## src/design/link_wakeup_cfg.svh

```systemverilog
`ifndef LINK_WAKEUP_CFG_SVH
`define LINK_WAKEUP_CFG_SVH

// Register offsets in the main bank
`define ADDR_CLIENT_TIMER_EN 7'h01
`define ADDR_RETRY_GUARD_ERR 7'h02
`define ADDR_PAIR_OSC_RETX 7'h03
`define ADDR_FUSE_WAKE_TIMING 7'h04

// Writable bit masks; reserved bits stay zero
`define MASK_CLIENT_TIMER_EN 8'hff
`define MASK_RETRY_GUARD_ERR 8'he7
`define MASK_PAIR_OSC_RETX 8'h53
`define MASK_FUSE_WAKE_TIMING 8'hbf

// Reset values
`define RST_CLIENT_TIMER_EN 8'h00
`define RST_RETRY_GUARD_ERR 8'h00
`define RST_PAIR_OSC_RETX 8'h00
`define RST_FUSE_WAKE_TIMING 8'h00

// Field positions
`define GUARD_MSB 7
`define GUARD_LSB 5
`define ERRLIM_MSB 2
`define ERRLIM_LSB 0
`define LONGSCAN_BIT 6
`define HFOSC_BIT 4
`define RETXLIM_MSB 1
`define RETXLIM_LSB 0
`define FUSEEN_BIT 7
`define LONGWAKE_BIT 5
`define WAKECYC_MSB 4
`define WAKECYC_LSB 2
`define WAKECALL_MSB 1
`define WAKECALL_LSB 0

// Timing
`define CLK_FREQ_KHZ 50000
`define PAIR_TIME_MS 1000
`define WAKE_UNIT_US 500
`define WAKE_RX_BASE_UNITS 15'h007d
`define WAKE_TX_BASE_UNITS 15'h00fa

`endif

```

## src/design/link_wakeup_pkg.sv

```systemverilog
package link_wakeup_pkg;

   typedef enum logic [1:0] {
      PAIR_IDLE = 2'b00,
      PAIR_TIMED = 2'b01,
      PAIR_HELD = 2'b10
   } pair_state_e;

   typedef enum logic [1:0] {
      WTX_IDLE = 2'b00,
      WTX_ON = 2'b01
   } wake_tx_state_e;

endpackage : link_wakeup_pkg

```

## src/design/link_wakeup_config_regs.sv

```systemverilog
// Function
// - In master role each bit of the client timer enable byte enables the timer of that client.
// - In client role only bit 0 of that byte counts, enabling the single client timer.
// - Bits 7 to 5 of byte 0x02 give the master guard time used in retransmit operation.
// - The error limit field bounds the error counter: zero ignores errors, N allows N errors.
// - With extended pairing clear, pairing lasts one second.
// - With extended pairing set, pairing lasts as long as the bit stays one.
// - Clearing extended pairing ends pairing at once, even before one second.
// - Bit 4 of byte 0x03 forces the high-frequency oscillator on, for fuse programming.
// - In master role the retransmit limit allows zero to three retransmits after a nack.
// - Bit 7 of byte 0x04 enables fuse programming mode.
// - With extended wake transmit clear, the wake call lasts the selected duration.
// - With extended wake transmit set, the wake call lasts while the bit stays one.
// - The wake cycle field sets the receiver poll interval, 62.5 ms doubling to 8000 ms.
// - The wake call field sets the call length, 125, 250, 500 or 1000 ms.
`timescale 1ns/10ps
`include "link_wakeup_cfg.svh"
module link_wakeup_config_regs #(
   parameter int PAIR_CYCLES = `PAIR_TIME_MS * `CLK_FREQ_KHZ,
   parameter int UNIT_CYCLES = (`WAKE_UNIT_US * `CLK_FREQ_KHZ) / 1000
) (
   // Clock and reset
   input wire logic mclk_i,
   input wire logic rst_i,
   // Register port from the host serial port decoder
   input wire logic bank_shadow_i,
   input wire logic [6:0] reg_addr_i,
   input wire logic reg_wr_i,
   input wire logic reg_rd_i,
   input wire logic [7:0] reg_wdata_i,
   output logic [7:0] reg_rdata_o,
   // Role and mode from neighbouring registers
   input wire logic master_role_i,
   input wire logic nack_retransmit_mode_i,
   input wire logic wake_rx_en_i,
   // Link manager events
   input wire logic comm_error_i,
   input wire logic comm_ok_i,
   input wire logic nack_i,
   input wire logic ack_i,
   input wire logic pair_start_i,
   input wire logic wake_call_start_i,
   // Configuration outputs
   output logic [7:0] client_timer_en_o,
   output logic [2:0] guard_time_o,
   output logic hf_osc_force_on_o,
   output logic fuse_mode_o,
   // Status and event outputs
   output logic err_limit_hit_o,
   output logic retransmit_o,
   output logic give_up_o,
   output logic pairing_active_o,
   output logic wake_tx_on_o,
   output logic wake_rx_poll_o
);

   localparam int PAIR_W = $clog2(PAIR_CYCLES + 1);
   localparam int UNIT_W = $clog2(UNIT_CYCLES + 1);
   localparam logic [PAIR_W-1:0] PAIR_LAST = PAIR_W'(PAIR_CYCLES - 1);
   localparam logic [UNIT_W-1:0] UNIT_LAST = UNIT_W'(UNIT_CYCLES - 1);

   // Power-of-two interval in half-millisecond units
   function automatic logic [14:0] wake_units(input logic [14:0] base, input logic [2:0] code);
      wake_units = base << code;
   endfunction : wake_units

   logic [7:0] timer_en_q;
   logic [7:0] rge_q;
   logic [7:0] pox_q;
   logic [7:0] fwt_q;
   logic [7:0] rdata_q;

   // Address decode, main bank only
   wire main_bank_w = ~bank_shadow_i;
   wire sel_te_w = main_bank_w && (reg_addr_i == `ADDR_CLIENT_TIMER_EN);
   wire sel_rge_w = main_bank_w && (reg_addr_i == `ADDR_RETRY_GUARD_ERR);
   wire sel_pox_w = main_bank_w && (reg_addr_i == `ADDR_PAIR_OSC_RETX);
   wire sel_fwt_w = main_bank_w && (reg_addr_i == `ADDR_FUSE_WAKE_TIMING);

   // Read mux; unmapped and shadow addresses give zero
   logic [7:0] rd_mux_w;
   always_comb begin
      if (sel_te_w) begin
         rd_mux_w = timer_en_q;
      end else if (sel_rge_w) begin
         rd_mux_w = rge_q;
      end else if (sel_pox_w) begin
         rd_mux_w = pox_q;
      end else if (sel_fwt_w) begin
         rd_mux_w = fwt_q;
      end else begin
         rd_mux_w = 8'h00;
      end
   end

   // Register writes, reserved bits masked off
   always_ff @(posedge mclk_i) begin
      if (rst_i) begin
         timer_en_q <= `RST_CLIENT_TIMER_EN;
         rge_q <= `RST_RETRY_GUARD_ERR;
         pox_q <= `RST_PAIR_OSC_RETX;
         fwt_q <= `RST_FUSE_WAKE_TIMING;
         rdata_q <= 8'h00;
      end else begin
         if (reg_wr_i && sel_te_w) timer_en_q <= reg_wdata_i & `MASK_CLIENT_TIMER_EN;
         if (reg_wr_i && sel_rge_w) rge_q <= reg_wdata_i & `MASK_RETRY_GUARD_ERR;
         if (reg_wr_i && sel_pox_w) pox_q <= reg_wdata_i & `MASK_PAIR_OSC_RETX;
         if (reg_wr_i && sel_fwt_w) fwt_q <= reg_wdata_i & `MASK_FUSE_WAKE_TIMING;
         if (reg_rd_i) rdata_q <= rd_mux_w;
      end
   end

   // Field extraction
   wire [2:0] guard_w = rge_q[`GUARD_MSB:`GUARD_LSB];
   wire [2:0] err_lim_w = rge_q[`ERRLIM_MSB:`ERRLIM_LSB];
   wire longscan_w = pox_q[`LONGSCAN_BIT];
   wire [1:0] retx_lim_w = pox_q[`RETXLIM_MSB:`RETXLIM_LSB];
   wire longwake_w = fwt_q[`LONGWAKE_BIT];
   wire [2:0] wake_cyc_w = fwt_q[`WAKECYC_MSB:`WAKECYC_LSB];
   wire [2:0] wake_call_w = {1'b0, fwt_q[`WAKECALL_MSB:`WAKECALL_LSB]};

   // Client role sees only the first timer
   wire [7:0] timer_en_w = master_role_i ? timer_en_q : {7'h00, timer_en_q[0]};

   // Error counter saturates one past the largest limit
   logic [3:0] err_cnt_q;
   logic [3:0] err_cnt_d;
   always_comb begin
      err_cnt_d = err_cnt_q;
      if (comm_ok_i) begin
         err_cnt_d = 4'h0;
      end else if (comm_error_i && (err_cnt_q != 4'h8)) begin
         err_cnt_d = err_cnt_q + 4'h1;
      end
   end
   wire err_hit_w = (err_lim_w != 3'h0) && (err_cnt_q > {1'b0, err_lim_w});

   // Retransmit budget per packet; client role never retries
   logic [1:0] retx_cnt_q;
   logic [1:0] retx_cnt_d;
   logic retx_d;
   logic give_up_d;
   wire retx_ok_w = master_role_i && nack_retransmit_mode_i && (retx_cnt_q < retx_lim_w);
   always_comb begin
      retx_cnt_d = retx_cnt_q;
      retx_d = 1'b0;
      give_up_d = 1'b0;
      if (ack_i) begin
         retx_cnt_d = 2'h0;
      end else if (nack_i) begin
         if (retx_ok_w) begin
            retx_cnt_d = retx_cnt_q + 2'h1;
            retx_d = 1'b1;
         end else begin
            retx_cnt_d = 2'h0;
            give_up_d = 1'b1;
         end
      end
   end

   // Pairing window: fixed second or held by the extended bit
   link_wakeup_pkg::pair_state_e pair_q;
   link_wakeup_pkg::pair_state_e pair_d;
   logic [PAIR_W-1:0] pair_cnt_q;
   logic [PAIR_W-1:0] pair_cnt_d;
   always_comb begin
      pair_d = pair_q;
      pair_cnt_d = pair_cnt_q;
      case (pair_q)
         link_wakeup_pkg::PAIR_IDLE: begin
            pair_cnt_d = '0;
            if (pair_start_i) begin
               pair_d = longscan_w ? link_wakeup_pkg::PAIR_HELD : link_wakeup_pkg::PAIR_TIMED;
            end
         end
         link_wakeup_pkg::PAIR_TIMED: begin
            pair_cnt_d = pair_cnt_q + PAIR_W'(1);
            if (longscan_w) begin
               pair_d = link_wakeup_pkg::PAIR_HELD;
            end else if (pair_cnt_q == PAIR_LAST) begin
               pair_d = link_wakeup_pkg::PAIR_IDLE;
            end
         end
         link_wakeup_pkg::PAIR_HELD: begin
            // Falling bit ends at once, whatever time has passed
            if (!longscan_w) begin
               pair_d = link_wakeup_pkg::PAIR_IDLE;
            end
         end
         default: begin
            pair_d = link_wakeup_pkg::PAIR_IDLE;
         end
      endcase
   end

   // Half-millisecond tick for the free-running receiver poll
   logic [UNIT_W-1:0] unit_cnt_q;
   wire unit_tick_w = (unit_cnt_q == UNIT_LAST);

   // Wake call state
   link_wakeup_pkg::wake_tx_state_e wtx_q;
   link_wakeup_pkg::wake_tx_state_e wtx_d;
   logic wtx_elapsed_q;
   logic wtx_elapsed_d;
   logic tx_done_w;
   always_comb begin
      wtx_d = wtx_q;
      wtx_elapsed_d = wtx_elapsed_q;
      case (wtx_q)
         link_wakeup_pkg::WTX_IDLE: begin
            wtx_elapsed_d = 1'b0;
            if (wake_call_start_i) begin
               wtx_d = link_wakeup_pkg::WTX_ON;
            end
         end
         link_wakeup_pkg::WTX_ON: begin
            if (tx_done_w) begin
               wtx_elapsed_d = 1'b1;
            end
            // Extended bit keeps the call going past its set time
            if (!longwake_w && (tx_done_w || wtx_elapsed_q)) begin
               wtx_d = link_wakeup_pkg::WTX_IDLE;
            end
         end
         default: begin
            wtx_d = link_wakeup_pkg::WTX_IDLE;
         end
      endcase
   end

   // Call prescaler starts with the call; a shared tick could cut up to one unit off
   logic [UNIT_W-1:0] tx_unit_q;
   wire tx_idle_w = (wtx_q == link_wakeup_pkg::WTX_IDLE);
   wire tx_tick_w = (tx_unit_q == UNIT_LAST);

   // Call duration timer, restarted at each call start
   wake_interval_timer u_tx_timer (
      .mclk_i(mclk_i),
      .rst_i(rst_i),
      .restart_i(tx_idle_w),
      .run_i(1'b1),
      .tick_i(tx_tick_w),
      .period_i(wake_units(`WAKE_TX_BASE_UNITS, wake_call_w)),
      .done_o(tx_done_w)
   );

   // Receiver poll interval, free running while enabled
   logic rx_done_w;
   wake_interval_timer u_rx_timer (
      .mclk_i(mclk_i),
      .rst_i(rst_i),
      .restart_i(~wake_rx_en_i),
      .run_i(1'b1),
      .tick_i(unit_tick_w),
      .period_i(wake_units(`WAKE_RX_BASE_UNITS, wake_cyc_w)),
      .done_o(rx_done_w)
   );

   // State and counters
   always_ff @(posedge mclk_i) begin
      if (rst_i) begin
         err_cnt_q <= 4'h0;
         retx_cnt_q <= 2'h0;
         pair_q <= link_wakeup_pkg::PAIR_IDLE;
         pair_cnt_q <= '0;
         unit_cnt_q <= '0;
         tx_unit_q <= '0;
         wtx_q <= link_wakeup_pkg::WTX_IDLE;
         wtx_elapsed_q <= 1'b0;
      end else begin
         err_cnt_q <= err_cnt_d;
         retx_cnt_q <= retx_cnt_d;
         pair_q <= pair_d;
         pair_cnt_q <= pair_cnt_d;
         unit_cnt_q <= unit_tick_w ? '0 : unit_cnt_q + UNIT_W'(1);
         tx_unit_q <= (tx_tick_w || tx_idle_w) ? '0 : tx_unit_q + UNIT_W'(1);
         wtx_q <= wtx_d;
         wtx_elapsed_q <= wtx_elapsed_d;
      end
   end

   // Registered outputs, one cycle behind their sources
   always_ff @(posedge mclk_i) begin
      if (rst_i) begin
         client_timer_en_o <= 8'h00;
         guard_time_o <= 3'h0;
         hf_osc_force_on_o <= 1'b0;
         fuse_mode_o <= 1'b0;
         err_limit_hit_o <= 1'b0;
         retransmit_o <= 1'b0;
         give_up_o <= 1'b0;
         pairing_active_o <= 1'b0;
         wake_tx_on_o <= 1'b0;
         wake_rx_poll_o <= 1'b0;
      end else begin
         client_timer_en_o <= timer_en_w;
         guard_time_o <= guard_w;
         hf_osc_force_on_o <= pox_q[`HFOSC_BIT];
         fuse_mode_o <= fwt_q[`FUSEEN_BIT];
         err_limit_hit_o <= err_hit_w;
         retransmit_o <= retx_d;
         give_up_o <= give_up_d;
         pairing_active_o <= (pair_d != link_wakeup_pkg::PAIR_IDLE);
         wake_tx_on_o <= (wtx_d == link_wakeup_pkg::WTX_ON);
         wake_rx_poll_o <= rx_done_w && wake_rx_en_i;
      end
   end

   assign reg_rdata_o = rdata_q;

endmodule : link_wakeup_config_regs

```

## src/design/wake_interval_timer.sv

```systemverilog
`timescale 1ns/10ps
module wake_interval_timer (
   // Clock and reset
   input wire logic mclk_i,
   input wire logic rst_i,
   // Control
   input wire logic restart_i,
   input wire logic run_i,
   input wire logic tick_i,
   input wire logic [14:0] period_i,
   // Expiry pulse
   output logic done_o
);
   logic [14:0] cnt_q;
   logic [14:0] cnt_d;
   logic done_d;
   logic done_q;
   wire last_w = (cnt_q >= (period_i - 15'h0001));

   // Periodic count in half-millisecond units
   always_comb begin
      cnt_d = cnt_q;
      done_d = 1'b0;
      if (restart_i) begin
         cnt_d = 15'h0000;
      end else if (run_i && tick_i) begin
         if (last_w) begin
            cnt_d = 15'h0000;
            done_d = 1'b1;
         end else begin
            cnt_d = cnt_q + 15'h0001;
         end
      end
   end

   always_ff @(posedge mclk_i) begin
      if (rst_i) begin
         cnt_q <= 15'h0000;
         done_q <= 1'b0;
      end else begin
         cnt_q <= cnt_d;
         done_q <= done_d;
      end
   end

   assign done_o = done_q;
endmodule : wake_interval_timer

```

## config.mk

```make
export PLATFORM = sky130hd
export DESIGN_NAME = link_wakeup_config_regs
export DESIGN_NICKNAME = d
export VERILOG_FILES = /design/src/design/link_wakeup_pkg.sv /design/src/design/link_wakeup_config_regs.sv /design/src/design/wake_interval_timer.sv
export VERILOG_INCLUDE_DIRS = /design/src /design/src/design
export SDC_FILE = /design/constraint.sdc
export NUM_CORES = 1
export LEC_CHECK = 0
export BUFFER_PORTS_ARGS = -buffer_cell sky130_fd_sc_hd__buf_2
export CAP_MARGIN = 0
export CORE_UTILIZATION = 55
export DETAILED_ROUTE_END_ITERATION = 10
export GPL_ROUTABILITY_DRIVEN = 0
export PLACE_DENSITY = 0.84
export SKIP_CTS_REPAIR_TIMING = 1
export SYNTH_ARGS = -nofsm -noshare
export SYNTH_HDL_FRONTEND = slang
export SYNTH_HIERARCHICAL = 1
export SYNTH_SLANG_ARGS = --single-unit
```

## constraint.sdc

```tcl
create_clock -name mclk_i -period 3.21 [get_ports mclk_i]
set_input_delay 0.1605 -clock mclk_i [delete_from_list [all_inputs] [get_ports mclk_i]]
set_output_delay 0.1605 -clock mclk_i [all_outputs]
set_load 0.005 [all_outputs]
```

; ---- Word level (Yosys, flattened, before mapping)
; Cells that the tools add are included.
[op_classes]
n_eq_ne = 13
n_mux = 23
n_bitwise = 6
n_lt_le_gt_ge = 4
shifts = 2
add_sub_neg = 9
n_reduce_logical = 34
[op_table]
columns = operator, count
row1 = "adder 15 x 1 -> 15 bit, second input constant", 4
row2 = one-hot mux 26 bit (2 select lines), 1
row3 = two-way mux 8 bit, 4
row4 = "== test 15 bit, second input constant", 2
row5 = >= comparator 15 bit, 2
row6 = two-way mux 15 bit, 2
row7 = "subtractor 15 x 1 -> 15 bit, second input constant", 2
row8 = "adder 26 x 1 -> 26 bit, second input constant", 1
row9 = "== test 26 bit, second input constant", 1
row10 = two-way mux 2 bit, 8
row11 = "left shift 7 x 3 -> 15 bit, first input constant", 1
row12 = "left shift 8 x 2 -> 15 bit, first input constant", 1
row13 = "== test 7 x 2 -> 1 bit, second input constant", 2
row14 = logical AND 1 bit, 14
row15 = OR reduction 2 bit, 7
row16 = OR reduction 3 bit, 3
row17 = "== test 7 x 1 -> 1 bit, second input constant", 1
row18 = "== test 7 x 3 -> 1 bit, second input constant", 1
row19 = "== test 2 x 1 -> 1 bit, second input constant", 3
row20 = NOT 1 bit, 6
row21 = one-hot mux 2 bit (3 select lines), 1
row22 = nonzero test 2 bit, 3
row23 = two-way mux 1 bit, 5
row24 = "adder 4 x 1 -> 4 bit, second input constant", 1
row25 = other kinds (13), 15
[word_totals]
inputBits = 29
ff_bits = 151
elab_cells = 119

; ---- Longest topological paths before layout
; Gate-level depths: netlist (run 1).
[logic_depth]
depth_word = 6
mapped_depth = 16
mapped_depth_nobuf = 15

; ---- Modules after synthesis
; The synthesis (run 1) kept the hierarchy.
[by_module_without_submodules]
columns = mod, area_each_um2, n_inst, cells_per_inst
row1 = link_wakeup_config_regs, 5251.3, 1, 592
row2 = wake_interval_timer, 1335.0, 2, 157

; ---- Worst setup path before layout (run 1)
; No wires, ideal clock.
[synth_timing]
kind = reg2reg
start = reg fwt_q[4]
end = reg u_rx_timer.cnt_q[2]
n_path_buf = 1
arrival_ps = 3137
stages_incl_launch_ff = 17
synth_period_minus_slack_ps = 3241
setup_time_ps = 103
path_slack_ps = -31
path_cell_list = dfxtp_1 clkbuf_1 or2_2 nor2_1 inv_1 ha_1 nand2b_1 nor4_2 nand3b_1 nor2_1 xnor2_1 ha_1 and2_1 a221o_1 a21oi_2 o21ai_2 a2111oi_2
[synth_between]
elab_chain_len = 4
[synth_rtl]
columns = element, line
row1 = from (decl), link_wakeup_config_regs.sv:70  ; logic [7:0] fwt_q;
row2 = from (signal assigned), link_wakeup_config_regs.sv:102  ; fwt_q <= `RST_FUSE_WAKE_TIMING;
row3 = from (signal assigned), link_wakeup_config_regs.sv:108  ; if (reg_wr_i && sel_fwt_w) fwt_q <= reg_wdata_i & `MASK_FUSE_WAKE_TIMING;
row4 = left shift 7 x 3 -> 15 bit, link_wakeup_config_regs.sv:64  ; wake_units = base << code;
row5 = subtractor 15 x 1 -> 15 bit, wake_interval_timer.sv:18  ; wire last_w = (cnt_q >= (period_i - 15'h0001));
row6 = >= comparator 15 bit, wake_interval_timer.sv:18
row7 = two-way mux 15 bit, wake_interval_timer.sv:27  ; if (last_w) begin
row8 = to (signal assigned), wake_interval_timer.sv:41  ; cnt_q <= cnt_d;
row9 = to (decl), wake_interval_timer.sv:14  ; logic [14:0] cnt_q;
; Every way passes these cells.
; A chain may end at the register's enable or synchronous reset.

; ---- Worst setup path after layout (run 1)
[layout_timing]
start = reg fwt_q[4]
end = reg u_rx_timer.cnt_q[3]
; Same word-level chain as after synthesis.

==> flow_summary.toml, run 1 <==
[status]
outcome = "finished clean"

[yosys]
yosysSeqAreaShare_pct = 38.2
synthFlopType = "dfxtp_1"
yosysWarnings = 6
ys_ff_latch = 151
postSynthCellCount = 906
ys_top_cells_by_area = "dfxtp_1 (38%), ha_1 (6.8%), nor2_1 (5.3%), xnor2_1 (5.1%), xor2_1 (4.5%)"
synth_area_leader_cell = "dfxtp_1"
syn-cell-area_sq_um = 7920
postSynth.asyncResetShare_pct = 0
synthDominantCellAreaShare_pct = 38.2
synth_cell_types = 62
syn_avg_cell_area_sq_um = 8.74
synth_edf_count = 0

[clock_tree]
cts_tree = "yes"
cts_root_buf = "clkbuf_16"
ctsLongestPathBuffers = 2
cts_buffers = 17
path_clk_slew_ps = 60
cts-htree-levels = 4
clkLatencyLatePin_ps = 430
clock-sinks = 151

[sta]
setup_violations = 0
worst_slew_pin_slew_ps = 716
fin_crit_sh_pct = 99.7
hold_viol = 0
fin_crit_ps = 3200
worst_slack_ps = 8.20
timing.setup.tns_ps = 0
finalMaxSlewViolations = 0
relSlewSlack_pct = 51.6
timing.hold.ws_ps = 3.88
finalClockSkew_ps = 8.82
rsz0062_at_grt = "yes"
fmax_mhz = 312

[floorplanning]
ios = 56
coreArea_sq_um = 14000
num_rows = 43
fp.dieH_microns = 122
start_util_pct = 56.6
die_x_microns = 122
die_area_sq_um = 14900

[global_routing]
grtUsageMet2_pct = 39.2
busiest_layer = "met2"
grt_first_pass_wirelength_mm = 28.4
first_global_vias = 6329
gr-total-overflow = 0
grt_max_degree = 41
antenna_found_initial = 0
grtUsageMet1_pct = 30.2
grtUsageTotal_pct = 23.7
global_route.usage.met3_pct = 5.06

[worst_hold_path]
holdPathEnd = "timer_en_q[3]$_SDFFE_PP0P_"
worstHoldStart = "reg_wdata_i[3]"
hold_path_class = "primary input to flip-flop"
whs_path_depth = 3

[drt]
routed_wl_mm = 17.3
postRouteAntennaNets = 0
vias = 6714
drt_first_pass_iters = 5
viasPerCell = 5.69
drc = 0
wl_per_cell_microns = 14.7
drtIter0Drc = 443

[worst_setup_path]
crit_path_start_kind = "flip-flop"
cp.arrival_ps = 3490
cp.required_ps = 3500
path_max_fanout = 6
critPathCaptureType = "flip-flop"
reg2reg_depth = 16
rrSetupSlack_ps = 8
r2r_start = "fwt_q[4]$_SDFFE_PP0P_"
rr_endpoint = "u_rx_timer/cnt_q[3]$_SDFFE_PP0P_"
worstSetupPathType = "flip-flop to flip-flop"

[finish]
layout_common_cells = "dfxtp_1 (148), nor2_1 (107), nand2_1 (55), buf_2 (55), xnor2_1 (46)"
diodes = 0
synthToLayoutAreaGrowth_pct = 17.2
fin_nets = 1060
fin_cells = 1181
final_common_cell = "dfxtp_1"
layout-drive-gt1-share_pct = 16.0

[placement]
portBuffers = 55
place_ws_ps = -153
dp_hpwl_mm = 11.6
dp_cells = 1137

[job]
drv_cap = 0

[power_and_ir_drop]
p_total_mw = 4.05
power_leakage_nw = 3.69
p_per_area_nw_per_um2 = 436
vdd_ir_drop_max_mv = 0.387
-- cell families (layout without fill, tap and decap cells) --
group	after synthesis	after routing	synth area share [%]
XOR/XNOR	87	87	9.62
AO/OA/AOI/OAI	137	137	12.2
flip-flops	151	151	38.2
AND/OR/NAND/NOR	387	387	26.0
other	2	25	0.0948
multiplexers	29	29	3.70
buffers and inverters	70	142	3.43
adder cells (fa/ha/maj)	43	43	6.79
-- report_power, final --
group	internal (mW)	total, mW	switching (mW)
combinational	0.0503	0.144	0.0933
sequential	1.89	1.90	0.0114
clock	1.20	2.01	0.811
total	3.13	4.05	0.916
-- sequential cells by signal, summed over array words and instances, names as in the netlist, 7 cells and up --
signal / cells
pair_cnt_q: 26
tx_unit_q: 15
u_rx_timer/cnt_q: 15
u_tx_timer/cnt_q: 15
unit_cnt_q: 15
client_timer_en_o: 8
reg_rdata_o: 8
timer_en_q: 8
fwt_q: 7
-- cell usage after synthesis (5+ instances only) --
cell	instances
nor3b_1	6
nor2_1	111
nor4_1	12
a21oi_1	35
o21ai_0	17
nand2_1	55
xor2_1	41
nor3_1	27
and3_1	16
nand2b_1	12
xnor2_1	46
nand4_1	27
and4_1	5
ha_1	43
a211oi_1	23
inv_1	33
o31ai_1	10
a21o_1	5
and2_1	19
or4_1	9
nand3b_1	7
o211ai_1	5
nor2b_1	10
mux2i_1	27
or3_1	10
dfxtp_1	151
or2_2	6
clkbuf_1	30
nand3_1	34
-- critical path, cell delays in order (launching register included) --
cell and delay (ps):
dfxtp_2 350, or2_4 140, nor2_2 40, inv_2 80, ha_4 140, nand2b_4 70, nor4_4 300, nand3b_1 200
nor3b_2 230, xnor2_1 90, ha_1 300, nand2_1 90, nor2_2 210, nand4_1 120, buf_4 180, o311ai_0 370
a21oi_1 140
-- per-layer routing --
layer / wire [microns] / vias to the layer above
met4: 193 / 0
met3: 711 / 14
met2: 8520 / 150
li1: - / 3391
met1: 7910 / 3159
met5: 0 / -
-- layout make-up --
type | instances | area [sq um]
clock buffer | 20 | 457
clock inverter | 12 | 141
fill | 1129 | 4700
timing repair buffer | 77 | 458
inverter | 33 | 124
multi-input combinational | 708 | 4850
tap | 180 | 225
sequential | 151 | 3030
-- how the worst max path moves through the flow --
stage | startpoint | end | slack, ps | cells after the start
floorplan | fwt_q[4]$_SDFFE_PP0P_ | u_rx_timer/cnt_q[2]$_SDFFE_PP0P_ | 70 | 16
global placement | fwt_q[4]$_SDFFE_PP0P_ | u_rx_timer/cnt_q[0]$_SDFFE_PP0P_ | -10 | 13
detailed placement | fwt_q[4]$_SDFFE_PP0P_ | u_rx_timer/cnt_q[0]$_SDFFE_PP0P_ | -150 | 13
CTS | fwt_q[3]$_SDFFE_PP0P_ | u_rx_timer/cnt_q[0]$_SDFFE_PP0P_ | -250 | 15
global route | fwt_q[4]$_SDFFE_PP0P_ | u_rx_timer/cnt_q[3]$_SDFFE_PP0P_ | -230 | 16
finish | fwt_q[4]$_SDFFE_PP0P_ | u_rx_timer/cnt_q[3]$_SDFFE_PP0P_ | 8 | 16
-- stage by stage --
step,utilization [%],instance area (sq um)
after floorplan,-,8010
after global placement,60.3,8440
after detailed placement,60.3,8440
after CTS,64.6,9030
after global routing,66.4,9290
final,66.4,9290
(Power assumes the default switching activity.)
==> run 2, diff against run 1 <==
--- a/config.mk
+++ b/config.mk
@@ -8,11 +8,13 @@
 export LEC_CHECK = 0
 export BUFFER_PORTS_ARGS = -buffer_cell sky130_fd_sc_hd__buf_2
 export CAP_MARGIN = 0
+export CORE_ASPECT_RATIO = 0.5
 export CORE_UTILIZATION = 55
 export DETAILED_ROUTE_END_ITERATION = 10
 export GPL_ROUTABILITY_DRIVEN = 0
 export PLACE_DENSITY = 0.84
 export SKIP_CTS_REPAIR_TIMING = 1
+export SKIP_LAST_GASP = 1
 export SYNTH_ARGS = -nofsm -noshare
 export SYNTH_HDL_FRONTEND = slang
 export SYNTH_HIERARCHICAL = 1
==> run 2 against run 1 <==
Effect of this change:
- the flow now finishes with violations (setup timing)
- sequential share of layout area down 0.19 points
- critical path depth unchanged
- sequential power about the same
- critical path type unchanged
- critical endpoint unchanged
- largest cell class unchanged
- highest routed layer unchanged
==> flow_summary.toml, run 2 (synthesized netlist as in run 1, its figures left out) <==
[status]
outcome = "finished, violations left"
violations = "setup timing"

[sta]
finalMaxSlewViolations = 0
hold_viol = 0
worst_slack_ps = -160
worst_slew_pin_slew_ps = 691
fin_crit_ps = 3370
fmax_mhz = 297
rsz0062_at_grt = "yes"
timing.hold.ws_ps = 3.72
setup_violations = 15
relSlewSlack_pct = 54.0
fin_crit_sh_pct = 105
finalClockSkew_ps = 12.7

[worst_setup_path]
r2r_start = "fwt_q[4]$_SDFFE_PP0P_"
critical-path-slowest-cell = "dfxtp_2"
cp.arrival_ps = 3680
critPathCaptureType = "flip-flop"
slowest_delay_ps = 360
path_max_fanout = 6
crit_chain = "or2_4 -> nor2_4 -> inv_2 -> ha_4 -> nand2b_4 -> nor4_4 -> nand3b_1 -> nor4_2 -> xnor2_1 -> ha_1 -> nand2_2 -> nor2_4 -> nand4_1 -> buf_4 -> o211ai_1 -> a21oi_1"
reg2reg_depth = 16
path_buf_inv = 2
crit_path_start_kind = "flip-flop"
rrSetupSlack_ps = -160
path_delay_family = "simple AND/OR/NAND/NOR gates"
cp.required_ps = 3520
worstSetupPathType = "flip-flop to flip-flop"
rr_endpoint = "u_rx_timer/cnt_q[3]$_SDFFE_PP0P_"
crit_top_cell = "nor2_4"

[drt]
routed_wl_mm = 20.0
viasPerCell = 5.95
wl_per_cell_microns = 16.7
drt_first_pass_iters = 5
vias = 7112
postRouteAntennaNets = 0
drtIter0Drc = 653
drc = 0

[global_routing]
gr-total-overflow = 0
antenna_found_initial = 0
first_global_vias = 6489
grt_max_degree = 37
grt_first_pass_wirelength_mm = 29.7
grtUsageTotal_pct = 24.8

[finish]
diodes = 0
multiInputGateArea_sq_um = 4930
largest_reg_flops = 26
synthToLayoutAreaGrowth_pct = 18.1
fin_nets = 1062
regMostFlops = "pair_cnt_q"
layout-drive-gt1-share_pct = 16.7
final_common_cell = "dfxtp_1"
seq_area_sq_um = 3030
layout_common_cells = "dfxtp_1 (148), nor2_1 (105), buf_2 (55)"
fill_cells = 1010

[clock_tree]
cts-htree-levels = 4
clkLatencyLatePin_ps = 430
path_clk_slew_ps = 70
clock-sinks = 151
cts_buffers = 17
cts_root_buf = "clkbuf_16"
ctsLongestPathBuffers = 2
cts_tree = "yes"

[placement]
portBuffers = 55
place_ws_ps = -147
dp_hpwl_mm = 12.7

[power_and_ir_drop]
switching_share_pct = 25.3
p_total_mw = 3.96
power.internal_mw = 2.96
power_frac_clock_pct = 48.4
pwr-share-comb_pct = 3.8
vdd_ir_drop_max_mv = 0.406
p_per_area_nw_per_um2 = 423
power_switching_mw = 1.00
power_frac_seq_pct = 47.9
power_leakage_nw = 3.68

[worst_hold_path]
whs_path_depth = 3
holdPathEnd = "rge_q[6]$_SDFFE_PP0P_"
worstHoldStart = "reg_wdata_i[6]"
hold_path_class = "primary input to flip-flop"

[floorplanning]
fp.dieH_microns = 86.9
ios = 56
start_util_pct = 57.3
die_area_sq_um = 14900
die_x_microns = 172
coreArea_sq_um = 13800
num_rows = 30

[job]
drv_cap = 0
run 2: how the worst max path moves through the flow:
stage / start / endpoint / slack (ps) / depth (start not counted)
2_1_floorplan: fwt_q[4]$_SDFFE_PP0P_ / u_rx_timer/cnt_q[2]$_SDFFE_PP0P_ / 70 / 16
3_3_place_gp: fwt_q[3]$_SDFFE_PP0P_ / u_rx_timer/cnt_q[0]$_SDFFE_PP0P_ / -20 / 15
3_5_place_dp: fwt_q[3]$_SDFFE_PP0P_ / u_rx_timer/cnt_q[0]$_SDFFE_PP0P_ / -150 / 15
4_1_cts: fwt_q[3]$_SDFFE_PP0P_ / u_rx_timer/cnt_q[14]$_SDFFE_PP0P_ / -220 / 15
5_1_grt: fwt_q[2]$_SDFFE_PP0P_ / u_rx_timer/cnt_q[2]$_SDFFE_PP0P_ / -270 / 13
6_report: fwt_q[4]$_SDFFE_PP0P_ / u_rx_timer/cnt_q[3]$_SDFFE_PP0P_ / -160 / 16
run 2: tightest hold or removal path: cells and delay by family:
kind                   cells  cell delay (ps)
buffers and inverters      1              100
AND/OR/NAND/NOR            1               70
multiplexers               1               60
run 2: final cells by class:
cell class / instances / area share (%)
tap: 192 / 2.57
sequential: 151 / 32.4
clock inverter: 14 / 1.38
inverter: 33 / 1.35
clock buffer: 18 / 4.59
multi-input combinational: 709 / 52.7
timing repair buffer: 78 / 5.02
run 2: through the flow:
stage | area, sq um | setup TNS [ps] | utilization (%) | cells
after global routing | 9350 | -3640 | 67.7 | 1195
after global placement | 8440 | -89.9 | 61.1 | 1148
after floorplan | 8010 | 0 | - | 929
after detailed placement | 8440 | -1430 | 61.1 | 1148
final | 9350 | -1680 | 67.7 | 1195
after CTS | 9000 | -2440 | 65.2 | 1180
run 2: power groups by stage:
stage / clock network [mW] / logic [mW] / registers, mW
CTS: 1.92 / 0.136 / 1.90
global route: 2.02 / 0.164 / 1.90
finish: 1.91 / 0.150 / 1.89
global placement: 0 / 0.131 / 1.94
floorplan: 0 / 0.0885 / 1.94
detailed placement: 0 / 0.135 / 1.94
run 2: per-layer routing:
layer / wire (microns) / GRT usage [%] / part of all wire [%]
met1: 8560 / 30.7 / 43
met2: 9610 / 43.5 / 48
met3: 1180 / 5.04 / 5.9
met4: 639 / 8.44 / 3.2
met5: 0 / 0 / 0
